`src/bsl_params.svh`:
```
// offsets, reset values and timing figures for the status indicator driver
`ifndef BSL_PARAMS_SVH
`define BSL_PARAMS_SVH
`define BSL_ADDR_W 4
`define BSL_CTRL_OFS 4'h0
`define BSL_STATUS_OFS 4'h4
`define BSL_CTRL_SWRDY_BIT 0
`define BSL_CTRL_RST 1'b0
`define BSL_ST_BOARD_LSB 0
`define BSL_ST_CAM_LSB 4
`define BSL_ST_FWD_LSB 8
`define BSL_ST_IN_LSB 16
`define BSL_FULL_LANES 5'h08
`define BSL_CLK_HZ 125000000
`define BSL_MED_FLASH_HZ 2
`define BSL_FAST_FLASH_HZ 4
`define BSL_RESP_OKAY 2'h0
`define BSL_RESP_DECERR 2'h3
`endif

```
`src/bsl_pkg.sv`:
```
// types shared by the status indicator driver
package bsl_pkg;
   typedef enum logic [2:0] {
      BSL_OFF = 3'b000,
      BSL_RED = 3'b001,
      BSL_GREEN = 3'b010,
      BSL_YELLOW = 3'b011,
      BSL_BLUE = 3'b100,
      BSL_ORANGE = 3'b101
   } bsl_color_t;

   typedef enum logic [1:0] {
      BSL_REG_CTRL = 2'b00,
      BSL_REG_STATUS = 2'b01,
      BSL_REG_NONE = 2'b10
   } bsl_reg_t;

   typedef struct packed {
      logic fw_loaded;
      logic fw_safe;
      logic pcie_fail;
      logic pcie_gen3;
      logic [4:0] pcie_lanes;
      logic cam_attached;
      logic cam_powered;
      logic cam_incompat;
      logic in_link_up;
      logic acq_active;
      logic fwd_link_up;
   } bsl_stat_t;

   typedef struct packed {
      bsl_color_t board_status_indicator;
      bsl_color_t camera_link_indicator;
      bsl_color_t forward_link_indicator;
   } bsl_leds_t;

   typedef struct packed {
      logic aw_got;
      logic [3:0] aw_addr;
      logic w_got;
      logic [31:0] wdata;
      logic [3:0] wstrb;
      logic bvalid;
      logic [1:0] bresp;
      logic rvalid;
      logic [31:0] rdata;
      logic [1:0] rresp;
      logic sw_ready;
      bsl_leds_t leds;
   } bsl_core_t;
endpackage

```
`src/bsl_blink.sv`:
```
// free-running square wave with a half period set in clock cycles
`timescale 1ns/10ps
module bsl_blink #(
   parameter int HALF = 31250000,
   parameter int CW = 25
) (
   input wire logic aclk,
   input wire logic aresetn,
   output logic phase
);
   typedef struct packed {
      logic [CW-1:0] cnt;
      logic ph;
   } bsl_blink_st_t;

   localparam logic [CW-1:0] LAST = CW'(HALF - 1);

   bsl_blink_st_t state_r;
   bsl_blink_st_t state_nxt;

   always_comb begin
      state_nxt = state_r;
      if (state_r.cnt >= LAST) begin
         state_nxt.cnt = '0;
         state_nxt.ph = ~state_r.ph;
      end else begin
         state_nxt.cnt = state_r.cnt + CW'(1);
      end
   end

   always_ff @(posedge aclk) begin
      if (!aresetn) begin
         state_r <= '0;
      end else begin
         state_r <= state_nxt;
      end
   end

   assign phase = state_r.ph;
endmodule

```
`src/bsl_led_driver.sv`:
```
// bracket status indicator driver with an axi4-lite register slave
// Functional notes
// [RULE1] no firmware image loaded: board indicator solid red.
// [RULE2] normal image, gen3, eight lanes: board indicator solid green.
// [RULE3] normal image, gen1/gen2, eight lanes: board indicator flashing green.
// [RULE4] normal image, gen3, not eight lanes: board indicator solid yellow.
// [RULE5] normal image, gen1/gen2, not eight lanes: board indicator flashing yellow.
// [RULE6] safe image, gen3, any lane count: board indicator solid blue.
// [RULE7] safe image, gen1/gen2: board indicator flashing blue.
// [RULE8] pcie training failed: board indicator flashing red.
// [RULE9] camera indicator shows only the highest-priority active condition.
// [RULE10] camera attached, unpowered or software not ready: camera indicator off.
// [RULE11] camera incompatible: camera indicator flashes orange at about 2 hz.
// [RULE12] link not established or lost: camera indicator flashes green about 2 hz.
// [RULE13] camera link established: camera indicator steady green.
// [RULE14] acquisition running: camera indicator flashes green at about 4 hz.
// [RULE15] forwarding receiver, input link down: camera indicator flashes green.
// [RULE16] forwarding receiver, input link up: camera indicator steady green.
// [RULE17] downstream link not established: forwarding indicator off.
// [RULE18] downstream link established: forwarding indicator steady green.
// [RULE19] flashing at half duty from clock counters; all indicators off in reset.
`timescale 1ns/10ps
`include "bsl_params.svh"
module bsl_led_driver #(
   parameter int CLK_HZ = `BSL_CLK_HZ,
   parameter int MED_HALF = `BSL_CLK_HZ / (2 * `BSL_MED_FLASH_HZ),
   parameter int FAST_HALF = `BSL_CLK_HZ / (2 * `BSL_FAST_FLASH_HZ),
   parameter int CW = 25
) (
   input wire logic aclk,
   input wire logic aresetn,
   input wire bsl_pkg::bsl_stat_t stat_in,
   output bsl_pkg::bsl_leds_t leds,
   input wire logic [`BSL_ADDR_W-1:0] s_axi_awaddr,
   input wire logic [2:0] s_axi_awprot,
   input wire logic s_axi_awvalid,
   output logic s_axi_awready,
   input wire logic [31:0] s_axi_wdata,
   input wire logic [3:0] s_axi_wstrb,
   input wire logic s_axi_wvalid,
   output logic s_axi_wready,
   output logic [1:0] s_axi_bresp,
   output logic s_axi_bvalid,
   input wire logic s_axi_bready,
   input wire logic [`BSL_ADDR_W-1:0] s_axi_araddr,
   input wire logic [2:0] s_axi_arprot,
   input wire logic s_axi_arvalid,
   output logic s_axi_arready,
   output logic [31:0] s_axi_rdata,
   output logic [1:0] s_axi_rresp,
   output logic s_axi_rvalid,
   input wire logic s_axi_rready
);
   localparam int NBLINK = 2;
   localparam int MED_IDX = 0;
   localparam int FAST_IDX = 1;
   localparam int HALVES [NBLINK] = '{MED_HALF, FAST_HALF};

   bsl_pkg::bsl_core_t state_r;
   bsl_pkg::bsl_core_t state_nxt;
   bsl_pkg::bsl_stat_t st;
   logic [NBLINK-1:0] phase;
   bsl_pkg::bsl_reg_t wr_sel;
   bsl_pkg::bsl_reg_t rd_sel;

   // status levels come from other clock domains
   bsl_sync #(
      .WIDTH($bits(bsl_pkg::bsl_stat_t))
   ) u_sync (
      .aclk(aclk),
      .aresetn(aresetn),
      .d(stat_in),
      .q(st)
   );

   // [RULE19] counter-derived half-duty flashing
   generate
      for (genvar i = 0; i < NBLINK; i++) begin : g_blink
         bsl_blink #(
            .HALF(HALVES[i]),
            .CW(CW)
         ) u_blink (
            .aclk(aclk),
            .aresetn(aresetn),
            .phase(phase[i])
         );
      end
   endgenerate

   function automatic bsl_pkg::bsl_reg_t decode(input logic [`BSL_ADDR_W-1:0] a);
      bsl_pkg::bsl_reg_t r;
      r = bsl_pkg::BSL_REG_NONE;
      if (a == `BSL_CTRL_OFS) begin
         r = bsl_pkg::BSL_REG_CTRL;
      end else if (a == `BSL_STATUS_OFS) begin
         r = bsl_pkg::BSL_REG_STATUS;
      end
      return r;
   endfunction

   function automatic logic [1:0] resp_of(input bsl_pkg::bsl_reg_t r);
      logic [1:0] p;
      p = `BSL_RESP_OKAY;
      if (r == bsl_pkg::BSL_REG_NONE) begin
         // unmapped offsets answer a decode error
         p = `BSL_RESP_DECERR;
      end
      return p;
   endfunction

   function automatic logic full_width(input logic [4:0] lanes);
      logic f;
      f = (lanes == `BSL_FULL_LANES);
      return f;
   endfunction

   function automatic bsl_pkg::bsl_color_t flash(
      input bsl_pkg::bsl_color_t c,
      input logic ph
   );
      bsl_pkg::bsl_color_t r;
      r = ph ? c : bsl_pkg::BSL_OFF;
      return r;
   endfunction

   function automatic bsl_pkg::bsl_color_t board_color(
      input bsl_pkg::bsl_stat_t s,
      input logic ph
   );
      bsl_pkg::bsl_color_t c;
      bsl_pkg::bsl_color_t base;
      c = bsl_pkg::BSL_OFF;
      base = bsl_pkg::BSL_GREEN;
      if (!s.fw_loaded) begin
         // [RULE1] solid red, no image
         c = bsl_pkg::BSL_RED;
      end else if (s.pcie_fail) begin
         // [RULE8] flashing red on training failure
         c = flash(bsl_pkg::BSL_RED, ph);
      end else if (s.fw_safe) begin
         // [RULE6] safe image, gen3, lanes ignored
         if (s.pcie_gen3) begin
            c = bsl_pkg::BSL_BLUE;
         end else begin
            // [RULE7] safe image at lower speed
            c = flash(bsl_pkg::BSL_BLUE, ph);
         end
      end else begin
         if (full_width(s.pcie_lanes)) begin
            base = bsl_pkg::BSL_GREEN;
         end else begin
            base = bsl_pkg::BSL_YELLOW;
         end
         if (s.pcie_gen3) begin
            // [RULE2] [RULE4] solid at gen3
            c = base;
         end else begin
            // [RULE3] [RULE5] flashing below gen3
            c = flash(base, ph);
         end
      end
      return c;
   endfunction

   function automatic bsl_pkg::bsl_color_t cam_color(
      input bsl_pkg::bsl_stat_t s,
      input logic ready,
      input logic ph_med,
      input logic ph_fast
   );
      bsl_pkg::bsl_color_t c;
      c = bsl_pkg::BSL_OFF;
      // [RULE9] fixed priority, first match wins
      if (s.cam_attached) begin
         if (!s.cam_powered || !ready) begin
            // [RULE10] dark until powered and initialised
            c = bsl_pkg::BSL_OFF;
         end else if (s.cam_incompat) begin
            // [RULE11] orange medium flash
            c = flash(bsl_pkg::BSL_ORANGE, ph_med);
         end else if (!s.in_link_up) begin
            // [RULE12] green medium flash
            c = flash(bsl_pkg::BSL_GREEN, ph_med);
         end else if (s.acq_active) begin
            // [RULE14] green fast flash
            c = flash(bsl_pkg::BSL_GREEN, ph_fast);
         end else begin
            // [RULE13] steady green
            c = bsl_pkg::BSL_GREEN;
         end
      end else begin
         c = receiver_color(s, ready, ph_med);
      end
      return c;
   endfunction

   function automatic bsl_pkg::bsl_color_t receiver_color(
      input bsl_pkg::bsl_stat_t s,
      input logic ready,
      input logic ph_med
   );
      bsl_pkg::bsl_color_t c;
      c = bsl_pkg::BSL_OFF;
      if (!ready) begin
         // dark until software is ready
         c = bsl_pkg::BSL_OFF;
      end else if (!s.in_link_up) begin
         // [RULE15] receiver waiting for input link
         c = flash(bsl_pkg::BSL_GREEN, ph_med);
      end else begin
         // [RULE16] receiver link ready
         c = bsl_pkg::BSL_GREEN;
      end
      return c;
   endfunction

   function automatic logic [31:0] status_word(
      input bsl_pkg::bsl_leds_t l,
      input bsl_pkg::bsl_stat_t s
   );
      logic [31:0] w;
      w = 32'h00000000;
      w[`BSL_ST_BOARD_LSB +: 3] = l.board_status_indicator;
      w[`BSL_ST_CAM_LSB +: 3] = l.camera_link_indicator;
      w[`BSL_ST_FWD_LSB +: 3] = l.forward_link_indicator;
      w[`BSL_ST_IN_LSB +: $bits(bsl_pkg::bsl_stat_t)] = s;
      return w;
   endfunction

   function automatic logic [31:0] read_word(
      input bsl_pkg::bsl_reg_t r,
      input logic ready,
      input bsl_pkg::bsl_leds_t l,
      input bsl_pkg::bsl_stat_t s
   );
      logic [31:0] w;
      w = 32'h00000000;
      case (r)
         bsl_pkg::BSL_REG_CTRL: begin
            w[`BSL_CTRL_SWRDY_BIT] = ready;
         end
         bsl_pkg::BSL_REG_STATUS: begin
            w = status_word(l, s);
         end
         default: begin
            // unmapped reads return zero
            w = 32'h00000000;
         end
      endcase
      return w;
   endfunction

   function automatic bsl_pkg::bsl_color_t fwd_color(input logic up);
      bsl_pkg::bsl_color_t c;
      if (up) begin
         // [RULE18] downstream link up
         c = bsl_pkg::BSL_GREEN;
      end else begin
         // [RULE17] dark without downstream link
         c = bsl_pkg::BSL_OFF;
      end
      return c;
   endfunction

   // write handshakes follow the held-request flags, read ready follows rvalid
   assign s_axi_awready = !state_r.aw_got;
   assign s_axi_wready = !state_r.w_got;
   assign s_axi_arready = !state_r.rvalid;

   // one decode per channel
   assign wr_sel = decode(state_r.aw_addr);
   assign rd_sel = decode(s_axi_araddr);

   always_comb begin
      state_nxt = state_r;

      // write channel: address and data may arrive in either order
      if (s_axi_awvalid && !state_r.aw_got) begin
         state_nxt.aw_got = 1'b1;
         state_nxt.aw_addr = s_axi_awaddr;
      end
      if (s_axi_wvalid && !state_r.w_got) begin
         state_nxt.w_got = 1'b1;
         state_nxt.wdata = s_axi_wdata;
         state_nxt.wstrb = s_axi_wstrb;
      end
      if (state_r.bvalid && s_axi_bready) begin
         state_nxt.bvalid = 1'b0;
      end
      // commit waits for an idle response slot
      if (state_r.aw_got && state_r.w_got && !state_r.bvalid) begin
         state_nxt.aw_got = 1'b0;
         state_nxt.w_got = 1'b0;
         state_nxt.bvalid = 1'b1;
         state_nxt.bresp = resp_of(wr_sel);
         case (wr_sel)
            bsl_pkg::BSL_REG_CTRL: begin
               if (state_r.wstrb[0]) begin
                  state_nxt.sw_ready = state_r.wdata[`BSL_CTRL_SWRDY_BIT];
               end
            end
            bsl_pkg::BSL_REG_STATUS: begin
               // read-only, write ignored
               state_nxt.sw_ready = state_r.sw_ready;
            end
            default: begin
               // unmapped, nothing stored
               state_nxt.sw_ready = state_r.sw_ready;
            end
         endcase
      end

      // read channel: one outstanding read
      if (state_r.rvalid && s_axi_rready) begin
         state_nxt.rvalid = 1'b0;
      end
      if (s_axi_arvalid && !state_r.rvalid) begin
         state_nxt.rvalid = 1'b1;
         state_nxt.rresp = resp_of(rd_sel);
         state_nxt.rdata = read_word(rd_sel, state_r.sw_ready, state_r.leds, st);
      end

      // indicator colours, one cycle after the synchronised status
      state_nxt.leds.board_status_indicator = board_color(st, phase[MED_IDX]);
      state_nxt.leds.camera_link_indicator =
         cam_color(st, state_r.sw_ready, phase[MED_IDX], phase[FAST_IDX]);
      state_nxt.leds.forward_link_indicator = fwd_color(st.fwd_link_up);
   end

   always_ff @(posedge aclk) begin
      if (!aresetn) begin
         // [RULE19] indicators dark during reset
         state_r <= '0;
         state_r.sw_ready <= `BSL_CTRL_RST;
      end else begin
         state_r <= state_nxt;
      end
   end

   assign leds = state_r.leds;
   assign s_axi_bvalid = state_r.bvalid;
   assign s_axi_bresp = state_r.bresp;
   assign s_axi_rvalid = state_r.rvalid;
   assign s_axi_rdata = state_r.rdata;
   assign s_axi_rresp = state_r.rresp;
endmodule

```
`src/bsl_sync.sv`:
```
// two-stage synchroniser for a vector of quasi-static status levels
`timescale 1ns/10ps
module bsl_sync #(
   parameter int WIDTH = 1
) (
   input wire logic aclk,
   input wire logic aresetn,
   input wire logic [WIDTH-1:0] d,
   output logic [WIDTH-1:0] q
);
   typedef struct packed {
      logic [WIDTH-1:0] s1;
      logic [WIDTH-1:0] s2;
   } bsl_sync_st_t;

   bsl_sync_st_t state_r;
   bsl_sync_st_t state_nxt;

   always_comb begin
      state_nxt.s1 = d;
      state_nxt.s2 = state_r.s1;
   end

   always_ff @(posedge aclk) begin
      if (!aresetn) begin
         state_r <= '0;
      end else begin
         state_r <= state_nxt;
      end
   end

   // only the second stage is visible
   assign q = state_r.s2;
endmodule

```
`config.mk`:
```
export PLATFORM = sky130hd
export DESIGN_NAME = bsl_led_driver
export DESIGN_NICKNAME = d
export VERILOG_FILES = /design/src/bsl_pkg.sv /design/src/bsl_blink.sv /design/src/bsl_led_driver.sv /design/src/bsl_sync.sv
export VERILOG_INCLUDE_DIRS = /design/src
export SDC_FILE = /design/constraint.sdc
export NUM_CORES = 1
export LEC_CHECK = 0
export ABC_AREA = 1
export ABC_CLOCK_PERIOD_IN_PS = 2700
export BUFFER_PORTS_ARGS = -buffer_cell sky130_fd_sc_hd__buf_2
export CAP_MARGIN = 10
export CELL_PAD_IN_SITES_DETAIL_PLACEMENT = 0
export CELL_PAD_IN_SITES_GLOBAL_PLACEMENT = 1
export CORE_MARGIN = 2
export CORE_UTILIZATION = 43
export DETAILED_ROUTE_END_ITERATION = 6
export PLACE_DENSITY = 0.87
export SYNTH_ARGS = -nofsm -noshare
export SYNTH_HDL_FRONTEND = slang
export SYNTH_HIERARCHICAL = 1
export SYNTH_SLANG_ARGS = --single-unit
```
`constraint.sdc`:
```
create_clock -name aclk -period 2.7 [get_ports aclk]
set_clock_uncertainty 0.05 [all_clocks]
set_input_delay 0.27 -clock aclk [delete_from_list [all_inputs] [get_ports aclk]]
set_output_delay 0.27 -clock aclk [all_outputs]
set_load 0.05 [all_outputs]
```
* After elaboration in Yosys (flattened, before gate mapping) *
Index checks and enable logic that the tools add are counted.

word-level totals
  word-level logic and storage cells = 91
  bits of input ports = 72
  output and inout bits = 50
  flip-flop bits (word level) = 138

cells by class
  bitwise gates (word level) = 3
  $lt $le $gt $ge = 2
  eq/ne operators = 6
  add/subtract/negate cells = 2
  mux-type cells = 32
  reductions and logical operators = 25

operators with widths
  operator               number
  $add 25x1->25 const B  2
  $mux 35                1
  $mux 3                 11
  $mux 30                1
  $mux 2                 13
  $ge 25x24->1 const B   1
  $ge 25x25->1 const B   1
  $eq 4x3->1 const B     2
  $logic_not 4->1        2
  $logic_and 1x1->1      7
  $logic_not 1->1        6
  $reduce_or 2->1        3
  $eq 5x4->1 const B     1
  $mux 1                 5
  $eq 2x2->1 const B     2
  $logic_not 2->1        2
  $reduce_bool 2->1      2
  $not 1->1              3
  $reduce_and 3->1       1
  $eq 2x1->1 const B     1
  $pmux 1 s2             1
  $reduce_and 2->1       1
  $logic_or 1x1->1       1

* Longest topological paths before layout *
Gate-level depths: netlist of the first run.

  depth after elaboration = 7
  gate-level depth with buffers = 10
  depth with buffers taken out = 10

* Modules after synthesis *
The synthesis of the first run kept the hierarchy.

modules (own cells, without submodules)
  module                           area each (um2)  cells an instance  instances  sequential area each (um2)
  bsl_led_driver                   1964.4           240                1          800.8
  bsl_blink at g_blink[0].u_blink  1467.7           214                1          520.5
  bsl_blink at g_blink[1].u_blink  1465.2           205                1          520.5
  bsl_sync                         859.6            93                 1          600.6

* Least setup slack after synthesis of the first run *
OpenSTA, ideal clock, no wires.

  path kind = register to register
  from = register state_r (netlist bit s_axi_rvalid)
  to = register state_r (netlist bit s_axi_rvalid)
  library setup time = 115 ps
  period minus slack after synthesis = 1611 ps
  arrival time = 1446 ps
  required time = 2535 ps
  buffers on the path = 1
  setup slack = 1089 ps
  stages on the path, launching flop included = 6
  path through = dfxtp_1 inv_2 nand2_2 inv_4 buf_4 o21a_1

between the ends
  cells in the longest elaborated chain, start to end = 3
  elaborated cells between the ends (all ways) = 5
  classes of those cells = 1 x mux; 4 x reduce/logical

RTL lines
  what                                          RTL line               source
  start: declaration                            bsl_led_driver.sv:59   bsl_pkg::bsl_core_t state_r;
  start signal: assignment                      bsl_led_driver.sv:336  state_r <= state_nxt;
  $logic_not 1->1 (*)                           --
  via s_axi_arready                             bsl_led_driver.sv:48   output logic s_axi_arready,
  $logic_and 1x1->1 (*)                         bsl_led_driver.sv:317  if (s_axi_arvalid && !state_r.rvalid) begin
  $mux 35 or $reduce_bool 2->1 (tied branches)  --

Mark *: on every way through the listed nets, which the timed path passes. The rest lies on a longest branch.
A chain may end at the register's enable or synchronous reset.

* Final worst setup path of the first run *
  from = register g_blink[1].u_blink/state_r[1] in the netlist's numbering
  to = register g_blink[1].u_blink/state_r[19] in the netlist's numbering

between the ends
  cells in the longest elaborated chain, start to end = 2
  elaborated cells between the ends (all ways) = 3
  classes of those cells = 1 x add/sub; 1 x order compare; 1 x reduce/logical

RTL lines
  what                       RTL line         source
  start: declaration         bsl_blink.sv:18  bsl_blink_st_t state_r;
  start signal: assignment   bsl_blink.sv:35  state_r <= state_nxt;
  $ge 25x24->1               bsl_blink.sv:23  if (state_r.cnt >= LAST) begin
  $reduce_or 2->1 (no line)  --

Parallel ways exist; a longest one is shown, timed or not.

==> metrics.md, run 1 <==
| Metric | Value |
|---|---|
| Post-Synth Simple-Gate Area | `31.38%` |
| H-tree levels | `4` |
| Worst hold stages | `3` |
| Via density | `4.477` |
| Final Hold Fails | `0` |
| Mux contribution to synthesized area | `0%` |
| Final GP Congestion | `0.8030` |
| Starting Density | `43.82%` |
| Vias | `4441` |
| Post-route cell area | `0.006649 mm^2` |
| # rows | `42` |
| RSZ-0062 raised after global routing | `false` |
| DR WL/cell | `11.06 um` |
| Syn Area/Cell | `7.655 um^2` |
| Failing checks | `DRC` |
| Fin. max-slew vios | `0` |
| Area taken by multi-input logic gates | `0.002556 mm^2` |
| Reg2Reg Depth | `8` |
| Largest net degree at the start of global routing | `29` |
| GRT Util Overall | `15.86%` |
| Clk sinks | `122` |
| DP Worst Slack | `962.7 ps` |
| WHS Endpoint | `u_sync/state_nxt[14]` |
| Peak VDD IR | `0.4420 mV` |
| Critical Path RT | `2980 ps` |
| Slowest cell on the critical path | `dfxtp_1` |
| Power Density | `684.9 mW/mm^2` |
| Setup repair bufs after CTS | `0` |
| Critical-path maximum fanout | `24` |
| Hold Path Class | `input pin to flop` |
| Gr busiest metal | `met2` |
| Setup crit start kind | `flop` |
| Max_cap viols | `0` |
| Fmax | `580.7 MHz` |
| CTS clk-pin slew, worst paths | `50 ps` |
| Initial DRC count | `236` |
| CORE AREA | `0.01314 mm^2` |
| Layout cells sized above 1 | `23.41%` |
| Cts repair resizes | `0` |
| Instance area at placement | `0.005904 mm^2` |
| Die height | `119.7 um` |
| Yosys reg bits | `122` |
| YS warnings | `6` |
| Cells after Synth | `752` |
| Post-route DRC | `1` |
| Reg2Reg Setup Slack | `980 ps` |
| GRT overflow | `0` |
| TritonRoute pass-1 iters | `7` |
| Worst-Skew Late Latency | `410 ps` |
| Crit-path cells | `ha_1, nand2_1, nor2_1, nand4_1, nand2_1, nand2_2, nand3_4, a21oi_1` |
| Total wire length | `10980 um` |
| # nets final | `877` |
| Post-synthesis compound-gate area fraction | `8.085%` |
| Pleak | `2.758 nW` |
| CTS max path bufs | `2` |
| Synth Area in XOR/XNOR | `3.651%` |
| R2r startpoint | `g_blink[1].u_blink/state_r[1]` |
| M1 GR Usage | `20.42%` |
| Slew Limit Headroom | `61.16%` |
| Grt met2 use | `25.50%` |
| Met3 GRT Util | `4.087%` |
| Worst-margin pin slew | `582.7 ps` |
| Part of the cycle the worst path needs | `63.78%` |
| Adder-Cell Fraction of Synth Area | `0.4347%` |
| Endpoint of the lowest-slack register-to-register path | `g_blink[1].u_blink/state_r[19]` |
| Cell variety after synth | `39` |
| Worst Min Path Start | `stat_in[14]` |
| HPWL after detailed placement | `7727 um` |
| Layout area overhead | `15.50%` |
| Min Tclk post-route | `1722 ps` |
| Die Width | `119.7 um` |
| Fillers | `1273` |
| Most frequent cells in the layout | `nand2_1 (167), dfxtp_1 (122), nor2_1 (107)` |
| Delay-heaviest family, CP | `simple AND/OR/NAND/NOR gates` |
| PnR worst setup slack | `978.0 ps` |
| Antenna-violating nets left | `0` |
| Buffers & Inverters on Critical Path | `0` |
| I/O pin count | `122` |
| Endpoints failing setup | `0` |
| Cell Area, Synth | `0.005757 mm^2` |
| CTS tree | `done` |
| CP dominant cell by count | `nand2_1` |
| Number of diodes | `0` |
| Cts bufs inserted | `17` |
| IO Port Bufs | `69` |
| Fin Setup TNS | `0 ps` |
| Clock root cell | `clkbuf_16` |
| Main combinational cell family by area after synthesis | `simple AND/OR/NAND/NOR gates` |
| Crit path largest cell delay | `330 ps` |
| First-pass GRT wire length | `18170 um` |
| Commonest non-fill, non-tap cell in the layout | `nand2_1` |
| Register area share after synthesis | `42.43%` |
| Hold buffers post-CTS | `10` |
| Die ar. | `0.01433 mm^2` |
| Area occupied by registers | `0.002442 mm^2` |
| Status | `complete, but fails checks` |
| Critical path class | `flop to flop` |
| CP arrival | `2000 ps` |
| Initial antenna violation count | `0` |
| Vias in the first global route | `3991` |
| Critical Path End Type | `flop` |
[final cells by class]
| class | instances | area share (%) |
|---|---|---|
| Multi-Input combinational cell | 495 | 38.45 |
| Clock buffer | 19 | 6.812 |
| Clock inverter | 13 | 2.879 |
| Tap cell | 176 | 3.312 |
| Sequential cell | 122 | 36.73 |
| Timing Repair Buffer | 81 | 6.925 |
| Inverter | 86 | 4.893 |
[layer usage]
| layer | up-vias | share of wire (%) |
|---|---|---|
| met5 | - | 0 |
| met4 | 0 | 0.91 |
| met3 | 10 | 4.6 |
| met2 | 100 | 45 |
| met1 | 1946 | 49 |
| li1 | 2385 | - |
[state kept, by name, summed over array words and instances (netlist names)]
register                 count
g_blink.u_blink/state_r     50
state_r                      9
s_axi_bresp                  1
u_sync/state_nxt            15
u_sync/q                    15
s_axi_rresp                  1
s_axi_bvalid                 1
g_blink.u_blink/phase        2
s_axi_rvalid                 1
s_axi_rdata                 21
leds                         6
[Yosys cell counts, drive strengths merged]
| master | count | share of area, % |
|---|---|---|
| o31ai | 1 | 0.13 |
| nand2 | 179 | 12 |
| nor3 | 5 | 0.63 |
| nor2 | 128 | 9.8 |
| conb | 2 | 0.13 |
| buf | 60 | 8.2 |
| ha | 2 | 0.43 |
| o21a | 1 | 0.13 |
| nand3b | 4 | 0.52 |
| or2 | 12 | 1.3 |
| nand3 | 44 | 5.4 |
| dfxtp | 122 | 42 |
| a21oi | 54 | 6.1 |
| a21boi | 1 | 0.13 |
| o21ai | 15 | 1.3 |
| xnor2 | 11 | 1.7 |
| xor2 | 13 | 2.0 |
| nor3b | 1 | 0.13 |
| nand4 | 9 | 1.2 |
| inv | 86 | 5.7 |
| o21bai | 2 | 0.26 |
[report_power, final]
| part | total [mW] | internal [mW] | switching (mW) |
|---|---|---|---|
| registers | 1.87 | 1.85 | 0.0210 |
| clock network | 2.42 | 1.60 | 0.822 |
| logic | 0.264 | 0.0706 | 0.194 |
| total | 4.55 | 3.52 | 1.04 |
[worst max-delay path by stage]
stage                                              from                              to  slack (ps)  cells past startpoint
after detailed placement  g_blink[1].u_blink/state_r[1]  g_blink[1].u_blink/state_r[19]         960                      8
after floorplan                            s_axi_rvalid                    s_axi_rvalid        1090                      5
final                     g_blink[1].u_blink/state_r[1]  g_blink[1].u_blink/state_r[19]         980                      8
after CTS                 g_blink[1].u_blink/state_r[1]  g_blink[1].u_blink/state_r[19]         940                      8
after global routing      g_blink[0].u_blink/state_r[9]  g_blink[0].u_blink/state_r[10]         800                      7
after global placement    g_blink[1].u_blink/state_r[1]  g_blink[1].u_blink/state_r[19]        1000                      8
[stage by stage]
stage	hold WS [ps]	instances	util, %	total power [mW]
global route	16.81	992	50.61	4.711
CTS	2.997	992	50.61	4.609
floorplan	313.5	763	-	2.130
global placement	347.7	950	44.94	2.159
finish	11.81	992	50.61	4.554
detailed placement	346.0	950	44.94	2.162
[cells by family after synthesis]
kind of cell / after synthesis
fa+ha+maj: 2
flops: 122
buf+inv: 146
simple gates: 382
other cells: 2
xor+xnor: 24
compound gates: 74
[worst min-delay path, delay by kind of cell]
family                 cells  cell delay (ps)
buffers and inverters      2              120
and+or+nand+nor            1               50
No activity file was read; power rests on OpenSTA's default activity.
==> run 2: changes to the inputs <==
--- a/config.mk
+++ b/config.mk
@@ -7,15 +7,15 @@
 export NUM_CORES = 1
 export LEC_CHECK = 0
 export ABC_AREA = 1
-export ABC_CLOCK_PERIOD_IN_PS = 2700
+export ABC_CLOCK_PERIOD_IN_PS = 1770
 export BUFFER_PORTS_ARGS = -buffer_cell sky130_fd_sc_hd__buf_2
 export CAP_MARGIN = 10
 export CELL_PAD_IN_SITES_DETAIL_PLACEMENT = 0
 export CELL_PAD_IN_SITES_GLOBAL_PLACEMENT = 1
 export CORE_MARGIN = 2
-export CORE_UTILIZATION = 43
+export CORE_UTILIZATION = 40
 export DETAILED_ROUTE_END_ITERATION = 6
-export PLACE_DENSITY = 0.87
+export PLACE_DENSITY = 0.82
 export SYNTH_ARGS = -nofsm -noshare
 export SYNTH_HDL_FRONTEND = slang
 export SYNTH_HIERARCHICAL = 1
==> constraint.sdc (replaced) <==
create_clock -name aclk -period 1.77 [get_ports aclk]
set_clock_uncertainty 0.05 [all_clocks]
set_input_delay 0.177 -clock aclk [delete_from_list [all_inputs] [get_ports aclk]]
set_output_delay 0.177 -clock aclk [all_outputs]
set_load 0.05 [all_outputs]
==> run 2 against run 1 <==
  * The run now ends clean
  * Clock power rose by 53%
  * Largest power group unchanged
  * Die area up 7.2%
  * Combinational power increased by 64%
==> metrics.md, run 2 (same netlist as run 1, synthesis figures left out) <==
| Metric | Value |
|---|---|
| Fillers | `1405 (was 1273)` |
| Post-route DRC | `0 (was 1)` |
| Number of diodes | `0 (unchanged)` |
| Min Tclk post-route | `1627 ps (was 1722 ps)` |
| Worst-Skew Late Latency | `410 ps (about the same)` |
| Commonest non-fill, non-tap cell in the layout | `nand2_1 (unchanged)` |
| Layout cells sized above 1 | `23.83% (was 23.41%)` |
| Fin. max-slew vios | `0 (unchanged)` |
| Final Hold Fails | `0 (unchanged)` |
| Fmax | `614.4 MHz (was 580.7 MHz)` |
| Layout area overhead | `18.28% (was 15.50%)` |
| DR WL/cell | `11.61 um (was 11.06 um)` |
| Initial antenna violation count | `0 (unchanged)` |
| Clock power share | `53.0% (was 53.2%)` |
| Slew Limit Headroom | `62.94% (was 61.16%)` |
| CTS tree | `done (unchanged)` |
| Sequential Power Share | `40.8% (was 41.0%)` |
| Top reg by flops | `g_blink.u_blink/state_r (unchanged)` |
| Setup crit start kind | `flop (unchanged)` |
| Clk sinks | `122 (unchanged)` |
| I/O pin count | `122 (unchanged)` |
| IO Port Bufs | `69 (unchanged)` |
| Switching pwr | `1.649 mW (was 1.036 mW)` |
| Most frequent cells in the layout | `nand2_1 (167), dfxtp_1 (122), nor2_1 (107) (unchanged)` |
| Worst-margin pin slew | `555.9 ps (was 582.7 ps)` |
| Critical Path RT | `2050 ps (was 2980 ps)` |
| CTS clk-pin slew, worst paths | `60 ps (was 50 ps)` |
| Final GP Congestion | `0.7982 (was 0.8030)` |
| Total wire length | `11740 um (was 10980 um)` |
| Switch share | `23.64% (was 22.75%)` |
| Hold Path Class | `input pin to flop (unchanged)` |
| Fin Setup TNS | `0 ps (unchanged)` |
| Post-route cell area | `0.006809 mm^2 (was 0.006649 mm^2)` |
| Worst hold stages | `3 (unchanged)` |
| # rows | `43 (was 42)` |
| Setup repair bufs after CTS | `0 (unchanged)` |
| # nets final | `892 (was 877)` |
| Internal power | `5.327 mW (was 3.518 mW)` |
| CORE AREA | `0.01399 mm^2 (was 0.01314 mm^2)` |
| Instance area at placement | `0.005947 mm^2 (was 0.005904 mm^2)` |
| Pleak | `2.825 nW (was 2.758 nW)` |
| Max reg flops | `50 (unchanged)` |
| RSZ-0062 raised after global routing | `false (unchanged)` |
| Initial DRC count | `208 (was 236)` |
| Part of the cycle the worst path needs | `91.95% (was 63.78%)` |
| Die Width | `124.0 um (was 119.7 um)` |
| CTS max path bufs | `2 (unchanged)` |
| WHS | `29.46 ps (was 11.81 ps)` |
| Power Density | `1025 mW/mm^2 (was 684.9 mW/mm^2)` |
| Area occupied by registers | `0.002442 mm^2 (unchanged)` |
| Critical path class | `flop to flop (unchanged)` |
| H-tree levels | `4 (unchanged)` |
| Reg2Reg Depth | `8 (unchanged)` |
| Placed cells | `959 (was 950)` |
| Reg2Reg Setup Slack | `140 ps (was 980 ps)` |
| Via density | `4.452 (was 4.477)` |
| TritonRoute pass-1 iters | `5 (was 7)` |
| Die ar. | `0.01537 mm^2 (was 0.01433 mm^2)` |
| Largest net degree at the start of global routing | `26 (was 29)` |
| Endpoints failing setup | `0 (unchanged)` |
| Status | `finished clean (was complete, but fails checks)` |
| GRT overflow | `0 (unchanged)` |
| Fin cells | `1011 (was 992)` |
| First-pass GRT wire length | `18890 um (was 18170 um)` |
| Max_cap viols | `0 (unchanged)` |
| Vias | `4501 (was 4441)` |
| CP arrival | `1910 ps (was 2000 ps)` |
| Critical Path End Type | `flop (unchanged)` |
| Area taken by multi-input logic gates | `0.002600 mm^2 (was 0.002556 mm^2)` |
| Critical-path maximum fanout | `12 (was 24)` |
| Antenna-violating nets left | `0 (unchanged)` |
| Die height | `124.0 um (was 119.7 um)` |
| Vias in the first global route | `4097 (was 3991)` |
| Logic pwr share | `6.2% (was 5.8%)` |
| Cts bufs inserted | `17 (unchanged)` |
| Clock root cell | `clkbuf_16 (unchanged)` |
| Starting Density | `41.15% (was 43.82%)` |
| GRT Util Overall | `15.78% (was 15.86%)` |
| Peak VDD IR | `0.6484 mV (was 0.4420 mV)` |
| HPWL after detailed placement | `8090 um (was 7727 um)` |
==> run 2: changes by cell type in the layout (fill, tap and decap cells not counted) <==
cell	change
dlygate4sd3_1	+8
buf_4	+5
inv_6	+3
clkbuf_8	-2
clkinv_2	-1
nand3_4	+1
nand4_4	+1
nor2_2	-1
nor2_4	+1
==> run 2: power by group through the flow <==
stage	registers, mW	logic (mW)	clock network (mW)
after global placement	2.91	0.394	0
after global routing	2.86	0.476	3.94
after floorplan	2.91	0.338	0
after CTS	2.85	0.426	3.78
final	2.85	0.432	3.70
after detailed placement	2.91	0.394	0
==> run 2: cell type report <==
type / count / area share, %
multi-input cells: 497 / 38.18
flip-flops and latches: 122 / 35.87
repair buffers: 94 / 8.490
clock inverters: 15 / 3.124
inverters: 86 / 4.778
well taps: 180 / 3.308
clock buffers: 17 / 6.248
==> run 2: metal layers <==
layer | global-route usage (%) | routed length, um | vias up
li1 | - | - | 2424
met1 | 20.68 | 5925 | 1953
met2 | 24.69 | 5075 | 109
met3 | 4.579 | 606 | 15
met4 | 5.829 | 131 | 0
met5 | 0 | 0 | -
==> run 2: what timing repair did <==
action,in CTS,in global routing
resized for setup,0,3
setup endpoints to repair,0,44
hold buffers,18,0
hold endpoints to repair,18,0
==> run 2: path summary, 6_finish.rpt <==
check / start / endpoint
min: s_axi_awaddr[0] / state_r[85]
max reg2reg: g_blink[1].u_blink/state_r[1] / g_blink[1].u_blink/state_r[13]
min reg2reg: u_sync/state_nxt[5] / u_sync/q[5]
max: g_blink[1].u_blink/state_r[1] / g_blink[1].u_blink/state_r[13]
==> run 2: per-stage QoR <==
| stage | worst slack [ps] | util, % | total power [mW] |
|---|---|---|---|
| 6_report | 142.5 | 48.68 | 6.976 |
| 5_1_grt | 7.428 | 48.68 | 7.270 |
| 2_1_floorplan | 159.4 | - | 3.249 |
| 3_3_place_gp | 115.2 | 42.51 | 3.302 |
| 4_1_cts | 21.01 | 48.36 | 7.056 |
| 3_5_place_dp | 76.54 | 42.51 | 3.302 |
==> run 2: critical path, stage by stage (launching register included) <==
cell	delay, ps
dfxtp_1	330
ha_1	220
nand2_1	150
nor2_1	70
nand4_1	70
nand2_1	90
nand2_2	150
nand3_4	210
a21oi_1	200
==> run 3: changes to the inputs <==
--- a/config.mk
+++ b/config.mk
@@ -15,7 +15,9 @@
 export CORE_MARGIN = 2
 export CORE_UTILIZATION = 40
 export DETAILED_ROUTE_END_ITERATION = 6
+export MAX_ROUTING_LAYER = met4
 export PLACE_DENSITY = 0.82
+export REMOVE_ABC_BUFFERS = 1
 export SYNTH_ARGS = -nofsm -noshare
 export SYNTH_HDL_FRONTEND = slang
 export SYNTH_HIERARCHICAL = 1
==> run 3 against run 2 <==
  * Power shrank 4.8%
  * Final cell count is essentially flat
  * Register-to-register slack gained 60 ps
  * Cell area shrank 0.77%
  * First-iteration DRC count grew 10%
  * Clock power shrank 9.5%
  * Critical path type unchanged
  * Largest power group unchanged
==> metrics.md, run 3 (same netlist as run 1, synthesis figures left out) <==
| Metric | Value |
|---|---|
| Tot Pwr | `6.642 mW (was 6.976 mW)` |
| Peak VDD IR | `0.7051 mV (was 0.6484 mV)` |
| Critical Path RT | `2060 ps (was 2050 ps)` |
| # nets final | `891 (was 892)` |
| Clock power share | `50.4% (was 53.0%)` |
| Die ar. | `0.01537 mm^2 (unchanged)` |
| Slew Limit Headroom | `59.91% (was 62.94%)` |
| Worst-margin pin slew | `600.6 ps (was 555.9 ps)` |
| Critical-path maximum fanout | `5 (was 12)` |
| Cts bufs inserted | `17 (unchanged)` |
| Part of the cycle the worst path needs | `88.66% (was 91.95%)` |
| Vias | `4542 (was 4501)` |
| Switching pwr | `1.550 mW (was 1.649 mW)` |
| Antenna-violating nets left | `0 (unchanged)` |
| R2r startpoint | `g_blink[0].u_blink/state_r[1] (was g_blink[1].u_blink/state_r[1])` |
| CP arrival | `1860 ps (was 1910 ps)` |
| Endpoint of the lowest-slack register-to-register path | `g_blink[0].u_blink/state_r[23] (was g_blink[1].u_blink/state_r[13])` |
| Initial antenna violation count | `0 (unchanged)` |
| Total wire length | `11720 um (was 11740 um)` |
| Largest net degree at the start of global routing | `35 (was 26)` |
| Die Width | `124.0 um (unchanged)` |
| Power Density | `983.1 mW/mm^2 (was 1025 mW/mm^2)` |
| Setup crit start kind | `flop (unchanged)` |
| PnR worst setup slack | `200.8 ps (was 142.5 ps)` |
| GRT overflow | `0 (unchanged)` |
| Clock root cell | `clkbuf_16 (unchanged)` |
| Layout area overhead | `17.37% (was 18.28%)` |
| Fin. max-slew vios | `0 (unchanged)` |
| Worst-Skew Late Latency | `410 ps (about the same)` |
| RSZ-0062 raised after global routing | `false (unchanged)` |
| Sequential Power Share | `42.9% (was 40.8%)` |
| Min Tclk post-route | `1569 ps (was 1627 ps)` |
| Status | `finished clean (unchanged)` |
| Starting Density | `41.15% (unchanged)` |
| Die height | `124.0 um (unchanged)` |
| Clk sinks | `122 (unchanged)` |
| Internal power | `5.092 mW (was 5.327 mW)` |
| First-pass GRT wire length | `19280 um (was 18890 um)` |
| Final Hold Fails | `0 (unchanged)` |
| IO Port Bufs | `69 (unchanged)` |
| Post-route cell area | `0.006756 mm^2 (was 0.006809 mm^2)` |
| Fin Setup TNS | `0 ps (unchanged)` |
| Critical Path End Type | `flop (unchanged)` |
| Max_cap viols | `0 (unchanged)` |
| TritonRoute pass-1 iters | `4 (was 5)` |
| Number of diodes | `0 (unchanged)` |
| Layout cells sized above 1 | `23.61% (was 23.83%)` |
| Worst hold stages | `3 (unchanged)` |
| Post-route DRC | `0 (unchanged)` |
| Instance area at placement | `0.005972 mm^2 (was 0.005947 mm^2)` |
| Switch share | `23.34% (was 23.64%)` |
| Area taken by multi-input logic gates | `0.002580 mm^2 (was 0.002600 mm^2)` |
| Setup repair bufs after CTS | `0 (unchanged)` |
| H-tree levels | `4 (unchanged)` |
| Top reg by flops | `g_blink.u_blink/state_r (unchanged)` |
| Reg2Reg Depth | `6 (was 8)` |
| Hold Path Class | `input pin to flop (unchanged)` |
| Logic pwr share | `6.6% (was 6.2%)` |
| Vias in the first global route | `4232 (was 4097)` |
| WHS Endpoint | `state_r[87] (was state_r[85])` |
| Via density | `4.497 (was 4.452)` |
| DP Worst Slack | `63.62 ps (was 76.54 ps)` |
| Area occupied by registers | `0.002442 mm^2 (unchanged)` |
| # rows | `43 (unchanged)` |
| I/O pin count | `122 (unchanged)` |
| Worst Min Path Start | `s_axi_awaddr[2] (was s_axi_awaddr[0])` |
| GRT Util Overall | `16.62% (was 15.78%)` |
| CORE AREA | `0.01399 mm^2 (unchanged)` |
| Fmax | `637.3 MHz (was 614.4 MHz)` |
| Critical path class | `flop to flop (unchanged)` |
| Final GP Congestion | `0.8467 (was 0.7982)` |
| Initial DRC count | `229 (was 208)` |
| HPWL after detailed placement | `8230 um (was 8090 um)` |
| CTS clk-pin slew, worst paths | `50 ps (was 60 ps)` |
| Max reg flops | `50 (unchanged)` |
| Commonest non-fill, non-tap cell in the layout | `nand2_1 (unchanged)` |
| CTS tree | `done (unchanged)` |
| Reg2Reg Setup Slack | `200 ps (was 140 ps)` |
| DR WL/cell | `11.60 um (was 11.61 um)` |
| CTS max path bufs | `2 (unchanged)` |
| Most frequent cells in the layout | `nand2_1 (167), dfxtp_1 (122), nor2_1 (107) (unchanged)` |
| Fillers | `1400 (was 1405)` |
| Pleak | `2.802 nW (was 2.825 nW)` |
| Endpoints failing setup | `0 (unchanged)` |
-- run 3: changes by cell type in the layout (fill, tap and decap cells not counted), sizes merged --
cell    previous run  this run
clkinv             3         5
nand3             45        44
clkbuf            17        21
bufinv             4         2
inv               91        87
-- run 3: per-stage QoR --
stage	utilization, %	hold WS, ps	std cells
final	48.30	20.50	1010
after global routing	48.30	41.49	1010
after CTS	48.13	2.943	1009
after detailed placement	42.69	312.3	959
after global placement	42.69	309.5	959
after floorplan	-	220.5	703
-- run 3: metal layers --
| metal | GRT usage [%] | wire length (um) | vias up |
|---|---|---|---|
| met5 | - | 0 | - |
| met4 | 7.865 | 242 | 0 |
| met3 | 4.075 | 457 | 22 |
| met2 | 25.58 | 5393 | 88 |
| met1 | 20.54 | 5626 | 2017 |
| li1 | - | - | 2415 |
-- run 3: how the worst max path moves through the flow --
stage	end	from
after global placement	g_blink[0].u_blink/state_r[9]	g_blink[0].u_blink/state_r[1]
after CTS	g_blink[0].u_blink/state_r[5]	g_blink[0].u_blink/state_r[1]
after global routing	g_blink[1].u_blink/state_r[2]	g_blink[1].u_blink/state_r[1]
after detailed placement	g_blink[0].u_blink/state_r[5]	g_blink[0].u_blink/state_r[1]
after floorplan	s_axi_rdata[6]	s_axi_rvalid
final	g_blink[0].u_blink/state_r[23]	g_blink[0].u_blink/state_r[1]
-- run 3: critical path: stages (launching register included) --
cell	delay, ps
dfxtp_1	360
ha_1	210
nand3_2	150
nor2_1	260
nand2_1	120
or2_1	240
a21oi_2	110
-- run 3: area by class of cell --
| cell class | instances | area share (%) |
|---|---|---|
| Clock buffer | 21 | 6.815 |
| Clock inverter | 11 | 1.778 |
| Inverter | 86 | 4.815 |
| Multi-Input combinational cell | 496 | 38.19 |
| Sequential cell | 122 | 36.15 |
| Tap cell | 180 | 3.333 |
| Timing Repair Buffer | 94 | 8.926 |
-- run 3: what timing repair did --
item | in CTS | in global routing
hold buffers | 18 | 0
resized for setup | 0 | 2
hold endpoints to repair | 18 | 0
endpoints found under the setup margin | 0 | 39
-- run 3: power groups by stage --
stage          Sequential [mW]  Clock [mW]  Combinational (mW)
4_1_cts                   2.85        3.43               0.439
2_1_floorplan             2.95           0               0.230
5_1_grt                   2.86        3.58               0.485
3_5_place_dp              2.91           0               0.407
3_3_place_gp              2.91           0               0.404
6_report                  2.85        3.35               0.440
